### src/rtl/pic_pkg.sv
// Shared constants for the peripheral interrupt controller and its core-side partner
package pic_pkg;
  localparam int unsigned PERIPH_COUNT   = 11;
  localparam int unsigned CORE_COUNT     = 8;
  localparam int unsigned VEC_W          = 16;
  localparam int unsigned IDX_W          = 4;
  // Vector table layout: slots are four words apart
  localparam logic [15:0] TABLE_FIRST    = 16'h0000;
  localparam logic [15:0] TABLE_LAST     = 16'h005F;
  localparam logic [15:0] PERIPH_VEC_LO  = 16'h0030;
  localparam logic [15:0] PERIPH_VEC_HI  = 16'h0058;
  localparam logic [15:0] SLOT_STRIDE    = 16'h0004;
  // Core interrupt indices in priority order, highest first
  localparam int unsigned CI_PERIPH      = 0;
  localparam int unsigned CI_SPORT0_TX   = 1;
  localparam int unsigned CI_SPORT0_RX   = 2;
  localparam int unsigned CI_SOFT1       = 3;
  localparam int unsigned CI_SOFT0       = 4;
  localparam int unsigned CI_REQ_ONE     = 5;
  localparam int unsigned CI_REQ_ZERO    = 6;
  localparam int unsigned CI_TIMER       = 7;
  localparam logic [15:0] VEC_PERIPH     = 16'h0004;
  localparam logic [15:0] VEC_SPORT0_TX  = 16'h0010;
  // Mask bit of the shared peripheral request inside the core mask register cmask
  localparam int unsigned MASK_PERIPH_BIT = 9;
  localparam int unsigned CORE_MASK_W    = 10;
  localparam int unsigned FC_FORCE_LSB   = 8;
  // Sensitivity control fields
  localparam int unsigned SENS_ZERO_BIT  = 0;
  localparam int unsigned SENS_ONE_BIT   = 1;
  localparam int unsigned SENS_PERIPH_BIT = 2;
  localparam int unsigned SENS_NEST_BIT  = 4;
  localparam int unsigned SENS_W         = 5;
  // AXI4-Lite register map of the core-side controller
  localparam logic [7:0] OFF_CORE_MASK   = 8'h00;
  localparam logic [7:0] OFF_FORCE_CLEAR = 8'h04;
  localparam logic [7:0] OFF_SENS        = 8'h08;
  localparam logic [7:0] OFF_PERIPH_MASK = 8'h0C;
  localparam logic [7:0] OFF_PENDING     = 8'h10;
  localparam logic [7:0] OFF_VECTOR      = 8'h14;
  localparam logic [7:0] OFF_STATUS      = 8'h18;
  localparam logic [7:0] OFF_IRQ_MASK    = 8'h1C;
  localparam logic [7:0] OFF_SERVICE     = 8'h20;
  localparam logic [7:0] OFF_DONE        = 8'h24;
  localparam logic [1:0] RESP_OKAY       = 2'b00;
  localparam logic [1:0] RESP_SLVERR     = 2'b10;
  localparam logic [VEC_W-1:0] RESET_VEC = 16'h0000;
  localparam int unsigned STATUS_W       = 2;
  localparam int unsigned EV_TAKEN       = 0;
  localparam int unsigned EV_VECTOR      = 1;
endpackage : pic_pkg

### src/rtl/pic_link_if.sv
// Link between the peripheral interrupt controller and the core interrupt logic
`timescale 1ns/1ps
interface pic_link_if;
  import pic_pkg::*;
  logic             peripheral_request_line;
  logic [VEC_W-1:0] vector_value;
  logic             vector_read;
  logic [PERIPH_COUNT-1:0] peripheral_interrupt_mask;
  logic             mask_write;
  logic [PERIPH_COUNT-1:0] mask_value;

  modport pic (
    output peripheral_request_line,
    output vector_value,
    output peripheral_interrupt_mask,
    input  vector_read,
    input  mask_write,
    input  mask_value
  );
  modport core (
    input  peripheral_request_line,
    input  vector_value,
    input  peripheral_interrupt_mask,
    output vector_read,
    output mask_write,
    output mask_value
  );
endinterface : pic_link_if

### src/rtl/core_interrupt_logic.sv
// Core-side interrupt logic with AXI4-Lite registers: masks, force/clear, nesting, vectors
// What this block and its software do
// - Peripheral needs core bit 9 and its mask
// - Each source enabled only while mask bit set
// - Low bits clear pending, high bits force
// - Software interrupts only via force bits
// - Sensitivity bits choose edge or level
// - Software keeps peripheral line level sensitive
// - Bit 4 allows nesting, else no preemption
// - Vector table spans 0x0000 to 0x005F
// - Core interrupts vector straight to slot
// - Peripheral interrupts vector to 0x0004
// - Vector register holds source slot address
// - Highest priority pending source is presented
// - Vector register holds until core reads
// - New request only after vector read
// - Handler at 0x0004 reads vector, branches
// - Default slot code restores index, returns
// - Priority follows vector address order
// - Eleven peripheral sources share one line
`timescale 1ns/1ps
module core_interrupt_logic
  import pic_pkg::*;
(
  input  wire logic        sys_clk_i,
  input  wire logic        rst_i,
  input  wire logic        sport0_tx_i,
  input  wire logic        sport0_rx_i,
  input  wire logic        sport1_tx_req_one_i,
  input  wire logic        sport1_rx_req_zero_i,
  input  wire logic        timer_i,
  input  wire logic [7:0]  s_axi_awaddr,
  input  wire logic        s_axi_awvalid,
  output logic             s_axi_awready,
  input  wire logic [31:0] s_axi_wdata,
  input  wire logic [3:0]  s_axi_wstrb,
  input  wire logic        s_axi_wvalid,
  output logic             s_axi_wready,
  output logic [1:0]       s_axi_bresp,
  output logic             s_axi_bvalid,
  input  wire logic        s_axi_bready,
  input  wire logic [7:0]  s_axi_araddr,
  input  wire logic        s_axi_arvalid,
  output logic             s_axi_arready,
  output logic [31:0]      s_axi_rdata,
  output logic [1:0]       s_axi_rresp,
  output logic             s_axi_rvalid,
  input  wire logic        s_axi_rready,
  output logic             irq_o,
  pic_link_if.core         link
);
  logic [CORE_MASK_W-1:0] cmask, next_cmask;
  logic [SENS_W-1:0]      sens, next_sens;
  logic [CORE_COUNT-1:0]  pend, next_pend;
  logic [CORE_COUNT-1:0]  line_d, next_line_d;
  logic [15:0]            vec, next_vec;
  logic                   busy, next_busy;
  logic [STATUS_W-1:0]    stat, next_stat;
  logic [STATUS_W-1:0]    core_interrupt_mask, next_core_interrupt_mask;
  logic                   aw_got, next_aw_got, w_got, next_w_got;
  logic [7:0]             aw_a, next_aw_a;
  logic [31:0]            w_d, next_w_d;
  logic                   bv, next_bv, rv, next_rv;
  logic [1:0]             br, next_br, rr, next_rr;
  logic [31:0]            rd, next_rd;
  logic [CORE_COUNT-1:0]  lines, trig, fc_clear, fc_force, enab, cand;
  logic                   wr_go, rd_go, vec_rd, taken;
  logic [2:0]             sel;
  logic [CORE_COUNT-1:0]  cand_masked;

  // Core slot address in priority order
  function automatic logic [15:0] core_slot(input logic [2:0] idx);
    if (idx == 3'(CI_PERIPH)) begin
      core_slot = VEC_PERIPH;
    end else begin
      core_slot = VEC_SPORT0_TX + SLOT_STRIDE * 16'(idx - 3'd1);
    end
  endfunction : core_slot

  function automatic logic wr_hit(input logic [7:0] a, input logic [7:0] off);
    wr_hit = (a == off);
  endfunction : wr_hit

  always_comb begin
    lines = '0;
    lines[CI_PERIPH]    = link.peripheral_request_line;
    lines[CI_SPORT0_TX] = sport0_tx_i;
    lines[CI_SPORT0_RX] = sport0_rx_i;
    lines[CI_REQ_ONE]   = sport1_tx_req_one_i;
    lines[CI_REQ_ZERO]  = sport1_rx_req_zero_i;
    lines[CI_TIMER]     = timer_i;
    // Edge mode catches rising edges; level mode follows the line
    trig = lines;
    if (sens[SENS_ZERO_BIT]) trig[CI_REQ_ZERO] = lines[CI_REQ_ZERO] & ~line_d[CI_REQ_ZERO];
    if (sens[SENS_ONE_BIT]) trig[CI_REQ_ONE] = lines[CI_REQ_ONE] & ~line_d[CI_REQ_ONE];
    if (sens[SENS_PERIPH_BIT]) trig[CI_PERIPH] = lines[CI_PERIPH] & ~line_d[CI_PERIPH];
    // Mask bits: index 9 is the peripheral line, 0..6 the rest in reverse priority
    for (int i = 0; i < CORE_COUNT; i++) begin
      enab[i] = (i == CI_PERIPH) ? cmask[MASK_PERIPH_BIT] : cmask[CORE_COUNT - 1 - i];
    end
  end

  always_comb begin
    wr_go  = aw_got && w_got && !bv;
    rd_go  = s_axi_arvalid && !rv;
    vec_rd = rd_go && wr_hit(s_axi_araddr, OFF_VECTOR);
    fc_clear = '0;
    fc_force = '0;
    if (wr_go && wr_hit(aw_a, OFF_FORCE_CLEAR)) begin
      fc_clear = w_d[CORE_COUNT-1:0];
      fc_force = w_d[FC_FORCE_LSB +: CORE_COUNT];
    end
    cand_masked = pend & enab;
    cand = (busy && !sens[SENS_NEST_BIT]) ? '0 : cand_masked;
    sel = '0;
    for (int i = CORE_COUNT - 1; i >= 0; i--) begin
      if (cand[i]) sel = 3'(i);
    end
    taken = |cand;
  end

  always_comb begin
    next_line_d = lines;
    next_pend   = (pend & ~fc_clear) | fc_force | trig;
    next_pend[CI_SOFT1] = (pend[CI_SOFT1] & ~fc_clear[CI_SOFT1]) | fc_force[CI_SOFT1];
    next_pend[CI_SOFT0] = (pend[CI_SOFT0] & ~fc_clear[CI_SOFT0]) | fc_force[CI_SOFT0];
    next_vec  = vec;
    next_busy = busy;
    next_stat = stat;
    if (taken) begin
      // A fresh event in the take cycle stays pending
      next_pend[sel] = trig[sel] | fc_force[sel];
      next_vec       = core_slot(sel);
      next_busy      = 1'b1;
      next_stat[EV_TAKEN] = 1'b1;
    end
    if (vec_rd) next_stat[EV_VECTOR] = 1'b1;
    if (wr_go && wr_hit(aw_a, OFF_DONE) && w_d[0]) next_busy = 1'b0;
    if (wr_go && wr_hit(aw_a, OFF_STATUS)) begin
      next_stat = next_stat & ~(w_d[STATUS_W-1:0] & ~stat);
      next_stat = (stat & ~w_d[STATUS_W-1:0]) | (next_stat & ~stat);
      if (taken) next_stat[EV_TAKEN] = 1'b1;
      if (vec_rd) next_stat[EV_VECTOR] = 1'b1;
    end
    next_cmask = (wr_go && wr_hit(aw_a, OFF_CORE_MASK)) ? w_d[CORE_MASK_W-1:0] : cmask;
    next_sens  = (wr_go && wr_hit(aw_a, OFF_SENS)) ? w_d[SENS_W-1:0] : sens;
    next_core_interrupt_mask = (wr_go && wr_hit(aw_a, OFF_IRQ_MASK)) ? w_d[STATUS_W-1:0] : core_interrupt_mask;
  end

  always_comb begin
    next_aw_got = aw_got;
    next_aw_a   = aw_a;
    next_w_got  = w_got;
    next_w_d    = w_d;
    next_bv     = bv;
    next_br     = br;
    if (s_axi_awvalid && !aw_got) begin
      next_aw_got = 1'b1;
      next_aw_a   = s_axi_awaddr;
    end
    if (s_axi_wvalid && !w_got) begin
      next_w_got = 1'b1;
      next_w_d   = s_axi_wdata;
    end
    if (wr_go) begin
      next_aw_got = 1'b0;
      next_w_got  = 1'b0;
      next_bv     = 1'b1;
      next_br     = (aw_a > OFF_DONE || aw_a[1:0] != 2'b00) ? RESP_SLVERR : RESP_OKAY;
    end
    if (bv && s_axi_bready) next_bv = 1'b0;
    next_rv = rv;
    next_rr = rr;
    next_rd = rd;
    if (rd_go) begin
      next_rv = 1'b1;
      next_rr = RESP_OKAY;
      unique case (s_axi_araddr)
        OFF_CORE_MASK:   next_rd = 32'(cmask);
        OFF_FORCE_CLEAR: next_rd = 32'h0000_0000;
        OFF_SENS:        next_rd = 32'(sens);
        OFF_PERIPH_MASK: next_rd = 32'(link.peripheral_interrupt_mask);
        OFF_PENDING:     next_rd = 32'(pend);
        OFF_VECTOR:      next_rd = 32'(link.vector_value);
        OFF_STATUS:      next_rd = 32'(stat);
        OFF_IRQ_MASK:    next_rd = 32'(core_interrupt_mask);
        OFF_SERVICE:     next_rd = {15'h0000, busy, vec};
        OFF_DONE:        next_rd = 32'h0000_0000;
        default: begin
          next_rd = 32'h0000_0000;
          next_rr = RESP_SLVERR;
        end
      endcase
    end
    if (rv && s_axi_rready) next_rv = 1'b0;
  end

  always_ff @(posedge sys_clk_i) begin
    if (rst_i) begin
      cmask <= '0;
      sens <= '0;
      pend <= '0;
      line_d <= '0;
      vec <= TABLE_FIRST;
      busy <= 1'b0;
      stat <= '0;
      core_interrupt_mask <= '0;
      aw_got <= 1'b0;
      aw_a <= '0;
      w_got <= 1'b0;
      w_d <= '0;
      bv <= 1'b0;
      br <= RESP_OKAY;
      rv <= 1'b0;
      rr <= RESP_OKAY;
      rd <= '0;
    end else begin
      cmask <= next_cmask;
      sens <= next_sens;
      pend <= next_pend;
      line_d <= next_line_d;
      vec <= next_vec;
      busy <= next_busy;
      stat <= next_stat;
      core_interrupt_mask <= next_core_interrupt_mask;
      aw_got <= next_aw_got;
      aw_a <= next_aw_a;
      w_got <= next_w_got;
      w_d <= next_w_d;
      bv <= next_bv;
      br <= next_br;
      rv <= next_rv;
      rr <= next_rr;
      rd <= next_rd;
    end
  end

  assign s_axi_awready = !aw_got;
  assign s_axi_wready  = !w_got;
  assign s_axi_bvalid  = bv;
  assign s_axi_bresp   = br;
  assign s_axi_arready = !rv;
  assign s_axi_rvalid  = rv;
  assign s_axi_rresp   = rr;
  assign s_axi_rdata   = rd;
  assign irq_o         = |(stat & core_interrupt_mask);
  assign link.vector_read = vec_rd;
  assign link.mask_write  = wr_go && wr_hit(aw_a, OFF_PERIPH_MASK);
  assign link.mask_value  = w_d[PERIPH_COUNT-1:0];
endmodule : core_interrupt_logic

### src/flat_wrapper.sv
// flat-port wrapper written by rule: the top's interface ports become plain ports
module core_interrupt_logic_flat import pic_pkg::*;
  (sys_clk_i, rst_i, sport0_tx_i, sport0_rx_i, sport1_tx_req_one_i, sport1_rx_req_zero_i, timer_i, s_axi_awaddr, s_axi_awvalid, s_axi_awready, s_axi_wdata, s_axi_wstrb, s_axi_wvalid, s_axi_wready, s_axi_bresp, s_axi_bvalid, s_axi_bready, s_axi_araddr, s_axi_arvalid, s_axi_arready, s_axi_rdata, s_axi_rresp, s_axi_rvalid, s_axi_rready, irq_o, link_peripheral_request_line, link_vector_value, link_peripheral_interrupt_mask, link_vector_read, link_mask_write, link_mask_value);
  pic_link_if link_i ();
  input  wire logic sys_clk_i;
  input  wire logic rst_i;
  input  wire logic sport0_tx_i;
  input  wire logic sport0_rx_i;
  input  wire logic sport1_tx_req_one_i;
  input  wire logic sport1_rx_req_zero_i;
  input  wire logic timer_i;
  input  wire logic [7:0] s_axi_awaddr;
  input  wire logic s_axi_awvalid;
  output logic s_axi_awready;
  input  wire logic [31:0] s_axi_wdata;
  input  wire logic [3:0] s_axi_wstrb;
  input  wire logic s_axi_wvalid;
  output logic s_axi_wready;
  output logic [1:0] s_axi_bresp;
  output logic s_axi_bvalid;
  input  wire logic s_axi_bready;
  input  wire logic [7:0] s_axi_araddr;
  input  wire logic s_axi_arvalid;
  output logic s_axi_arready;
  output logic [31:0] s_axi_rdata;
  output logic [1:0] s_axi_rresp;
  output logic s_axi_rvalid;
  input  wire logic s_axi_rready;
  output logic irq_o;
  input wire logic [$bits(link_i.peripheral_request_line)-1:0] link_peripheral_request_line;
  input wire logic [$bits(link_i.vector_value)-1:0] link_vector_value;
  input wire logic [$bits(link_i.peripheral_interrupt_mask)-1:0] link_peripheral_interrupt_mask;
  output wire logic [$bits(link_i.vector_read)-1:0] link_vector_read;
  output wire logic [$bits(link_i.mask_write)-1:0] link_mask_write;
  output wire logic [$bits(link_i.mask_value)-1:0] link_mask_value;
  assign link_i.peripheral_request_line = link_peripheral_request_line;
  assign link_i.vector_value = link_vector_value;
  assign link_i.peripheral_interrupt_mask = link_peripheral_interrupt_mask;
  assign link_vector_read = link_i.vector_read;
  assign link_mask_write = link_i.mask_write;
  assign link_mask_value = link_i.mask_value;
  core_interrupt_logic u_core (.sys_clk_i(sys_clk_i), .rst_i(rst_i), .sport0_tx_i(sport0_tx_i), .sport0_rx_i(sport0_rx_i), .sport1_tx_req_one_i(sport1_tx_req_one_i), .sport1_rx_req_zero_i(sport1_rx_req_zero_i), .timer_i(timer_i), .s_axi_awaddr(s_axi_awaddr), .s_axi_awvalid(s_axi_awvalid), .s_axi_awready(s_axi_awready), .s_axi_wdata(s_axi_wdata), .s_axi_wstrb(s_axi_wstrb), .s_axi_wvalid(s_axi_wvalid), .s_axi_wready(s_axi_wready), .s_axi_bresp(s_axi_bresp), .s_axi_bvalid(s_axi_bvalid), .s_axi_bready(s_axi_bready), .s_axi_araddr(s_axi_araddr), .s_axi_arvalid(s_axi_arvalid), .s_axi_arready(s_axi_arready), .s_axi_rdata(s_axi_rdata), .s_axi_rresp(s_axi_rresp), .s_axi_rvalid(s_axi_rvalid), .s_axi_rready(s_axi_rready), .irq_o(irq_o), .link(link_i));
endmodule
### config.mk
export PLATFORM = sky130hd
export DESIGN_NAME = core_interrupt_logic_flat
export DESIGN_NICKNAME = d
export VERILOG_FILES = /design/src/rtl/pic_pkg.sv /design/src/rtl/pic_link_if.sv /design/src/rtl/core_interrupt_logic.sv /design/src/flat_wrapper.sv
export SDC_FILE = /design/constraint.sdc
export NUM_CORES = 1
export LEC_CHECK = 0
export BUFFER_PORTS_ARGS = -buffer_cell sky130_fd_sc_hd__buf_2
export CAP_MARGIN = 20
export CORE_MARGIN = 2
export CORE_UTILIZATION = 52
export CTS_BUF_LIST = sky130_fd_sc_hd__clkbuf_2
export DETAILED_ROUTE_END_ITERATION = 16
export PLACE_DENSITY = 0.82
export SLEW_MARGIN = 15
export SYNTH_ARGS = -nofsm -noshare
export SYNTH_HDL_FRONTEND = slang
export SYNTH_SLANG_ARGS = --single-unit
### constraint.sdc
create_clock -name sys_clk_i -period 2.6 [get_ports sys_clk_i]
set_input_delay 0.65 -clock sys_clk_i [delete_from_list [all_inputs] [get_ports sys_clk_i]]
set_output_delay 0.65 -clock sys_clk_i [all_outputs]
set_load 0.05 [all_outputs]
==> reports/qor.csv, run 1 <==
metric,value,unit
outcome,"complete, but fails checks",
violations,negative setup slack,
fin_skew,19.81,ps
max_freq,379.5,MHz
die_w,95.67,um
drive_gt1_share,27.61,%
crit_required,1950,ps
fin_setup_tns,-35.10,ps
start_util,53.44,%
setup_ws,-35.10,ps
ys_seq_elements,84,
async_flop_share,0,%
areaGrowthSynthToFinish,18.21,%
grt_pass1_vias,3844,
crit_type,flop to output pin,
place_hpwl,9061,um
maxCapViolCount,0,
dieHeight,95.67,um
rsz0062_at_grt,true,
slew_viol_final,0,
core_area,8175,um2
viasPerCell,5.608,
clkSinkCount,84,
synth-edff-count,0,
io_buffers,109,
ioPinCount,147,
period_share,101.4,%
synthesis.area,4369,um2
worst_slew_pin_slew,584.7,ps
cts_buffers,9,
num_vias,4245,
gp_congestion,0.8812,
overflow,0,
core.rowCount,33,
ir_drop,0.3174,mV
path_buf_inv,1,
cts-root-buf,clkbuf_2,
syn_inst,537,
drtIter0Drc,249,
antenna_left,0,
final_cell_mix,"buf_2 (108), nand2_1 (103), dfxtp_1 (80), a21oi_1 (55), nor2_1 (50)",
slowest_stage,or3_4,
cts_hold_buffers,0,
grt_max_degree,49,
antenna_found_initial,0,
slowest_delay,380,ps
cp_top_family,simple AND/OR/NAND/NOR gates,
leakage,2.156,nW
die-area,9152,um2
final_common_cell,buf_2,
period_needed,2635,ps
crit_fanout,2,
fin_util,63.18,%
power_density,479.0,nW/um2
nFillCells,737,
setup_viol,1,
clk_latency,540,ps
drc,0,
holdWs,304.5,ps
ys_warn_count,0,
cp.arrival,1990,ps
antenna_cells,0,
ys.flop_type,dfxtp_1,
synth_cell_types,60,
cp-end-kind,output pin,
cts_tree,done,
post-place-ws,112.5,ps
cp_cell_sequence,or3_4 > or2_4 > nor4b_4 > buf_6,
grt_usage,25.58,%
grt_pass1_wl,18160,um
detail_route.wl_per_cell,15.53,um
seq_area_frac_synth,38.49,%
hold_path.class,input pin to flop,
rr_worst_depth,7,
cp-start-kind,flop,
worst-path-stages,4,
clk_pin_slew,230,ps
hold_viol_final,0,
ff_latch_area,1689,um2
htreeDepth,3,
multiInputGateArea,2436,um2
dr.pass1.iters,5,
nets,742,
clock_path_buffers,2,
wl,11760,um
relSlewSlack,60.47,%
synth.avg_cell_area,8.136,um2
whs_path_depth,3,
cells by family after synthesis:
family          synth area share [%]
compound gates                 20.19
other cells                  0.08583
mux                            6.758
simple gates                   25.52
flops                          38.49
buf+inv                        7.904
xor+xnor                      0.2005
fa+ha+maj                     0.8592
worst paths after layout:
path / startpoint / endpoint / slack, ps
worst max register to register: u_core.aw_a[7] / u_core.pend[0] / 340
worst min register to register: u_core.s_axi_rdata[16] / u_core.s_axi_rdata[16] / 470
worst min-delay path: s_axi_wdata[9] / u_core.w_d[9] / 300
worst max-delay path: u_core.aw_a[7] / link_mask_write / -40
layout make-up:
cell class,instances,area share [%]
multi-input combinational,409,47.17
sequential,84,32.70
timing repair buffer,137,15.00
tap,105,2.544
clock inverter,7,1.284
clock buffer,9,0.8721
inverter,6,0.4360
per-stage QoR:
step | cell area (um2) | cells | power, mW
2_1_floorplan | 4458 | 553 | 1.707
3_3_place_gp | 4997 | 736 | 1.800
3_5_place_dp | 4997 | 736 | 1.811
4_1_cts | 5157 | 756 | 2.478
5_1_grt | 5165 | 757 | 2.572
6_report | 5165 | 757 | 2.474
synth_stat cells (3+ instances only):
cell | number | area (um2)
a22o_1 | 3 | 26.28
mux2_2 | 4 | 45.04
a22oi_1 | 19 | 142.6
nand2_1 | 103 | 386.6
and3_1 | 5 | 31.28
a221oi_2 | 3 | 45.04
buf_4 | 29 | 217.7
and2_1 | 6 | 37.54
a311oi_1 | 4 | 35.03
nor4_1 | 3 | 18.77
nand4_1 | 6 | 37.54
a221oi_1 | 6 | 52.55
o21ai_0 | 9 | 45.04
a21oi_1 | 55 | 275.3
nor2_1 | 50 | 187.7
or3_1 | 3 | 18.77
a2bb2oi_1 | 5 | 43.79
nand2b_1 | 5 | 31.28
nand3_1 | 6 | 30.03
a211oi_1 | 4 | 30.03
nor4b_1 | 4 | 35.03
inv_1 | 6 | 22.52
o2bb2ai_1 | 3 | 26.28
nor2b_1 | 10 | 62.56
dfxtp_1 | 84 | 1682
buf_2 | 3 | 15.01
mux2i_1 | 25 | 250.2
clkbuf_1 | 20 | 75.07
ha_1 | 3 | 37.54
nor3_1 | 12 | 60.06
nor4_4 | 3 | 63.81
per-layer routing:
metal | track usage (%) | vias to the layer above | wire length, um
li1 | - | 2084 | -
met3 | 3.636 | 20 | 724
met1 | 33.55 | 1965 | 5396
met2 | 42.72 | 176 | 5419
met4 | 9.405 | 0 | 217
met5 | 0 | - | 0
power breakdown:
part           internal (mW)  switching (mW)  total, mW
clock network          0.216           0.457      0.673
registers               1.33          0.0491       1.38
logic                  0.141           0.278      0.420
worst reg2reg max path, delay by kind of cell (launching register included):
| kind | cells | cell delay [ps] |
|---|---|---|
| compound gates | 3 | 710 |
| buf+inv | 1 | 150 |
| flops | 1 | 370 |
| simple gates | 3 | 950 |
timing repair:
action,4_1_cts,5_1_grt
pin swaps,3,0
setup endpoints to repair,1,1
buffers inserted,4,1
resized for setup,8,0
sequential cells by signal, indices dropped and copies added (netlist names), 2 cells and up:
signal and flops:
u_core.core_interrupt_mask 2, u_core.line_d 3, u_core.sens 5, u_core.vec 6, u_core.pend 8, u_core.s_axi_rdata 17, u_core.stat 2, u_core.w_d 16
u_core.aw_a 8, u_core.cmask 10
(Power assumes the default switching activity.)
==> run 2, diff against run 1 <==
CORE_UTILIZATION = 47   (was 52)
PLACE_DENSITY = 0.78   (was 0.82)
clock period = 2.3 ns   (was 2.6 ns; I/O delays follow)
==> run 2 against run 1 <==
Effect of this change:
- the flow still finishes with violations (negative setup slack)
- core utilization is 5.3 points lower
- routed wire length increased by 1.5%
- power grew 18%
- critical path depth did not move
==> reports/qor.csv, run 2 (same netlist as run 1, synthesis figures left out) <==
metric,value,unit
period_share,113.0,%
maxCapViolCount,0,
drive_gt1_share,29.48,%
slew_viol_final,0,
die-area,10080,um2
ff_latch_area,1690,um2
wl,11940,um
hold_path.class,input pin to flop,
crit_required,1730,ps
areaGrowthSynthToFinish,20.59,%
clock_path_buffers,2,
cts-root-buf,clkbuf_2,
cts_hold_buffers,0,
ioPinCount,147,
fin_skew,22.38,ps
relSlewSlack,66.70,%
setup_ws,-297.9,ps
cp-end-kind,output pin,
gp_congestion,0.9379,
whs_path_depth,3,
rrSetupSlack,150,ps
detail_route.wl_per_cell,15.53,um
ir_drop,0.3715,mV
power,2.926,mW
r2r-end,u_core.vec[5],
rr_worst_depth,9,
largest_reg_flops,17,
core_area,9109,um2
max_freq,384.9,MHz
antenna_found_initial,0,
clk_latency,540,ps
grt_pass1_vias,4037,
holdWs,235.4,ps
violations,negative setup slack,
multiInputGateArea,2456,um2
cp-start-kind,flop,
cts_buffers,9,
antenna_left,0,
overflow,0,
fin_cells,769,
nets,748,
crit_fanout,4,
worst_slew_pin_slew,498.3,ps
clk_pin_slew,240,ps
die_w,100.4,um
dr.pass1.iters,5,
regToRegStartpoint,u_core.pend[0],
antenna_cells,0,
cp.arrival,2020,ps
min_to,u_core.w_d[13],
nFillCells,833,
crit_type,flop to output pin,
final_common_cell,buf_2,
core.rowCount,35,
rsz0062_at_grt,true,
hold_start,s_axi_wdata[13],
fin_setup_tns,-297.9,ps
outcome,"complete, but fails checks",
period_needed,2598,ps
dieHeight,100.4,um
drtIter0Drc,282,
hold_viol_final,0,
drc,0,
place_hpwl,9248,um
leakage,2.210,nW
grt_max_degree,48,
final_cell_mix,"buf_2 (107), nand2_1 (103), dfxtp_1 (77), a21oi_1 (55), nor2_1 (50)",
start_util,47.97,%
power_density,555.4,nW/um2
setup_viol,1,
num_vias,4340,
grt_pass1_wl,19430,um
io_buffers,109,
dpl.cell_count,752,
htreeDepth,3,
cts_tree,done,
viasPerCell,5.644,
clkSinkCount,84,
grt_usage,23.93,%
## run 2: layout make-up
type	count	area share, %
clock inverters	6	1.686
repair buffers	143	15.60
clock buffers	10	0.9499
well taps	111	2.636
inverters	6	0.4275
multi-input cells	409	46.62
flip-flops and latches	84	32.08
## run 2: worst max path at each step
stage                          startpoint                to  slack (ps)  cells past startpoint
after detailed placement  s_axi_araddr[3]  link_vector_read          -4                      4
after floorplan           s_axi_araddr[5]  link_vector_read         -20                      3
after global placement    s_axi_araddr[3]  link_vector_read           2                      4
after global routing       u_core.aw_a[5]   link_mask_write        -410                      4
after CTS                  u_core.aw_a[5]   link_mask_write        -320                      4
final                      u_core.aw_a[5]   link_mask_write        -300                      4
## run 2: layer usage
metal / wire length [um] / track usage, % / vias up / share of wire, %
met4: 152 / 6.217 / 0 / 1.3
li1: - / - / 2104 / -
met3: 924 / 4.666 / 17 / 7.7
met2: 5496 / 38.87 / 208 / 46
met5: 0 / 0 / - / 0
met1: 5365 / 32.68 / 2011 / 45
## run 2: metrics by stage
| stage | area, um2 | worst slack, ps | util, % |
|---|---|---|---|
| 2_1_floorplan | 4468 | -18.17 | - |
| 4_1_cts | 5235 | -324.7 | 57.47 |
| 5_1_grt | 5269 | -410.5 | 57.84 |
| 3_3_place_gp | 5080 | 2.273 | 55.77 |
| 3_5_place_dp | 5080 | -4.064 | 55.77 |
| 6_report | 5269 | -297.9 | 57.84 |
## run 2: power by group
part           switching, mW  internal [mW]
clock network          0.521          0.364
logic                  0.317          0.163
registers             0.0544           1.51
## run 2: repair_timing
item / CTS / global route
setup endpoints to repair: 2 / 7
resized for setup: 6 / 10
cloned: 0 / 0
buffers inserted: 0 / 1
pin swaps: 0 / 1
## run 2: critical path, stage by stage (launching register included)
cell     delay [ps]
dfxtp_2         380
or3_4           390
or2_4           280
nor4b_4         240
buf_6           190
==> run 3, diff against run 2 <==
--- a/constraint.sdc
+++ b/constraint.sdc
@@ -3,2 +3,2 @@
 set_output_delay 0.575 -clock sys_clk_i [all_outputs]
-set_load 0.05 [all_outputs]
+set_load 0.01 [all_outputs]
==> run 3 against run 2 <==
Effect of this change:
- the run still ends with negative setup slack left
- critical path depth is the same
- first-iteration DRC count shrank 9.9%
- clock power grew 13%
- via count shrank 1.1%
- hold slack lost 24 ps
- maximum frequency grew 3.1%
- die area is the same
- worst setup slack gained 78 ps
- sequential share of layout area shrank 0.53 points
- critical endpoint unchanged
- largest cell class unchanged
- highest routed layer unchanged
==> reports/qor.csv, run 3 (same netlist as run 1, synthesis figures left out) <==
metric,value,unit
cts-root-buf,clkbuf_2,
final_common_cell,buf_2,
die_w,100.4,um
period_share,109.6,%
cp_cell_sequence,or3_4 > or2_4 > nor4b_4 > buf_2,
setup_viol,1,
clk_pin_slew,230,ps
final_cell_mix,"buf_2 (109), nand2_1 (103), dfxtp_1 (81), a21oi_1 (55), nor2_1 (50)",
nFillCells,840,
core_area,9109,um2
cts_hold_buffers,0,
rrSetupSlack,150,ps
core.rowCount,35,
antenna_found_initial,0,
worst_slew_pin_slew,587.0,ps
dr.pass1.iters,4,
io_buffers,109,
period_needed,2520,ps
hold_start,s_axi_wdata[11],
fin_setup_tns,-219.8,ps
outcome,"complete, but fails checks",
largest_reg_flops,17,
leakage,2.267,nW
num_vias,4292,
wl,11980,um
fin_skew,15.16,ps
holdWs,211.5,ps
viasPerCell,5.517,
crit_required,1730,ps
grt_usage,23.63,%
ioPinCount,147,
place_hpwl,9226,um
max_freq,396.9,MHz
maxCapViolCount,0,
overflow,0,
relSlewSlack,60.87,%
grt_pass1_wl,18860,um
clock_path_buffers,2,
hold_viol_final,0,
antenna_cells,0,
power_density,551.7,nW/um2
detail_route.wl_per_cell,15.40,um
slowest_stage,or3_4,
nets,757,
rr_worst_depth,7,
start_util,47.97,%
min_to,u_core.w_d[11],
cts_tree,done,
die-area,10080,um2
crit_type,flop to output pin,
gp_congestion,0.9197,
drtIter0Drc,254,
cp.arrival,1940,ps
antenna_left,0,
drc,0,
rsz0062_at_grt,true,
r2r-end,u_core.cmask[8],
grt_max_degree,31,
areaGrowthSynthToFinish,22.25,%
crit_fanout,2,
grt_pass1_vias,3812,
regToRegStartpoint,u_core.aw_a[6],
cp-start-kind,flop,
power,2.947,mW
slew_viol_final,0,
ir_drop,0.3218,mV
cts_buffers,9,
clkSinkCount,84,
drive_gt1_share,29.39,%
htreeDepth,3,
whs_path_depth,3,
hold_path.class,input pin to flop,
cp-end-kind,output pin,
clk_latency,560,ps
setup_ws,-219.8,ps
dieHeight,100.4,um
violations,negative setup slack,
slowest_delay,380,ps
==> run 3: stage by stage <==
stage	utilization (%)	area, um2	worst slack, ps	cells
finish	58.64	5341	-219.8	778
global route	58.64	5341	-285.6	778
CTS	58.56	5334	-258.5	778
detailed placement	56.15	5115	-67.54	758
global placement	56.15	5115	-66.15	758
floorplan	-	4436	55.20	553
==> run 3: how the worst max path moves through the flow <==
stage	start	to	cells after the start
finish	u_core.aw_a[6]	link_mask_write	4
global route	u_core.aw_a[6]	link_mask_write	4
CTS	u_core.aw_a[6]	link_mask_write	4
detailed placement	s_axi_araddr[3]	link_vector_read	4
global placement	s_axi_araddr[3]	link_vector_read	4
floorplan	s_axi_araddr[5]	link_vector_read	3
==> run 3: repair_timing <==
action,CTS,global route
hold endpoints to repair,0,0
setup endpoints to repair,2,4
gates resized for setup,6,2
cloned,0,0
pin swaps,4,1
setup buffers,4,0
==> run 3: power by group <==
part	internal [mW]	leakage (nW)	switching [mW]
Sequential	1.51	0.686	0.0545
Combinational	0.173	1.48	0.212
Clock	0.475	0.0961	0.526
==> run 3: worst max-delay path, delay by kind of cell (launching register included) <==
| family | cells | cell delay (ps) |
|---|---|---|
| buf+inv | 1 | 170 |
| simple gates | 3 | 850 |
| flops | 1 | 370 |
==> run 3: layer usage <==
metal,GRT usage (%),vias up,share of wire [%]
li1,-,2121,-
met1,32.65,1967,48
met2,37.74,183,44
met3,3.343,21,6.1
met4,8.430,0,2.0
met5,0,-,0
==> run 3: cell type report <==
| type | count | area, um2 | share of cell area, % |
|---|---|---|---|
| multi-input combinational | 409 | 2439 | 45.65 |
| sequential | 84 | 1685 | 31.55 |
| timing repair buffer | 152 | 893.4 | 16.73 |
| tap | 111 | 138.9 | 2.600 |
| clock inverter | 6 | 112.6 | 2.108 |
| clock buffer | 10 | 50.05 | 0.9370 |
| inverter | 6 | 22.52 | 0.4216 |
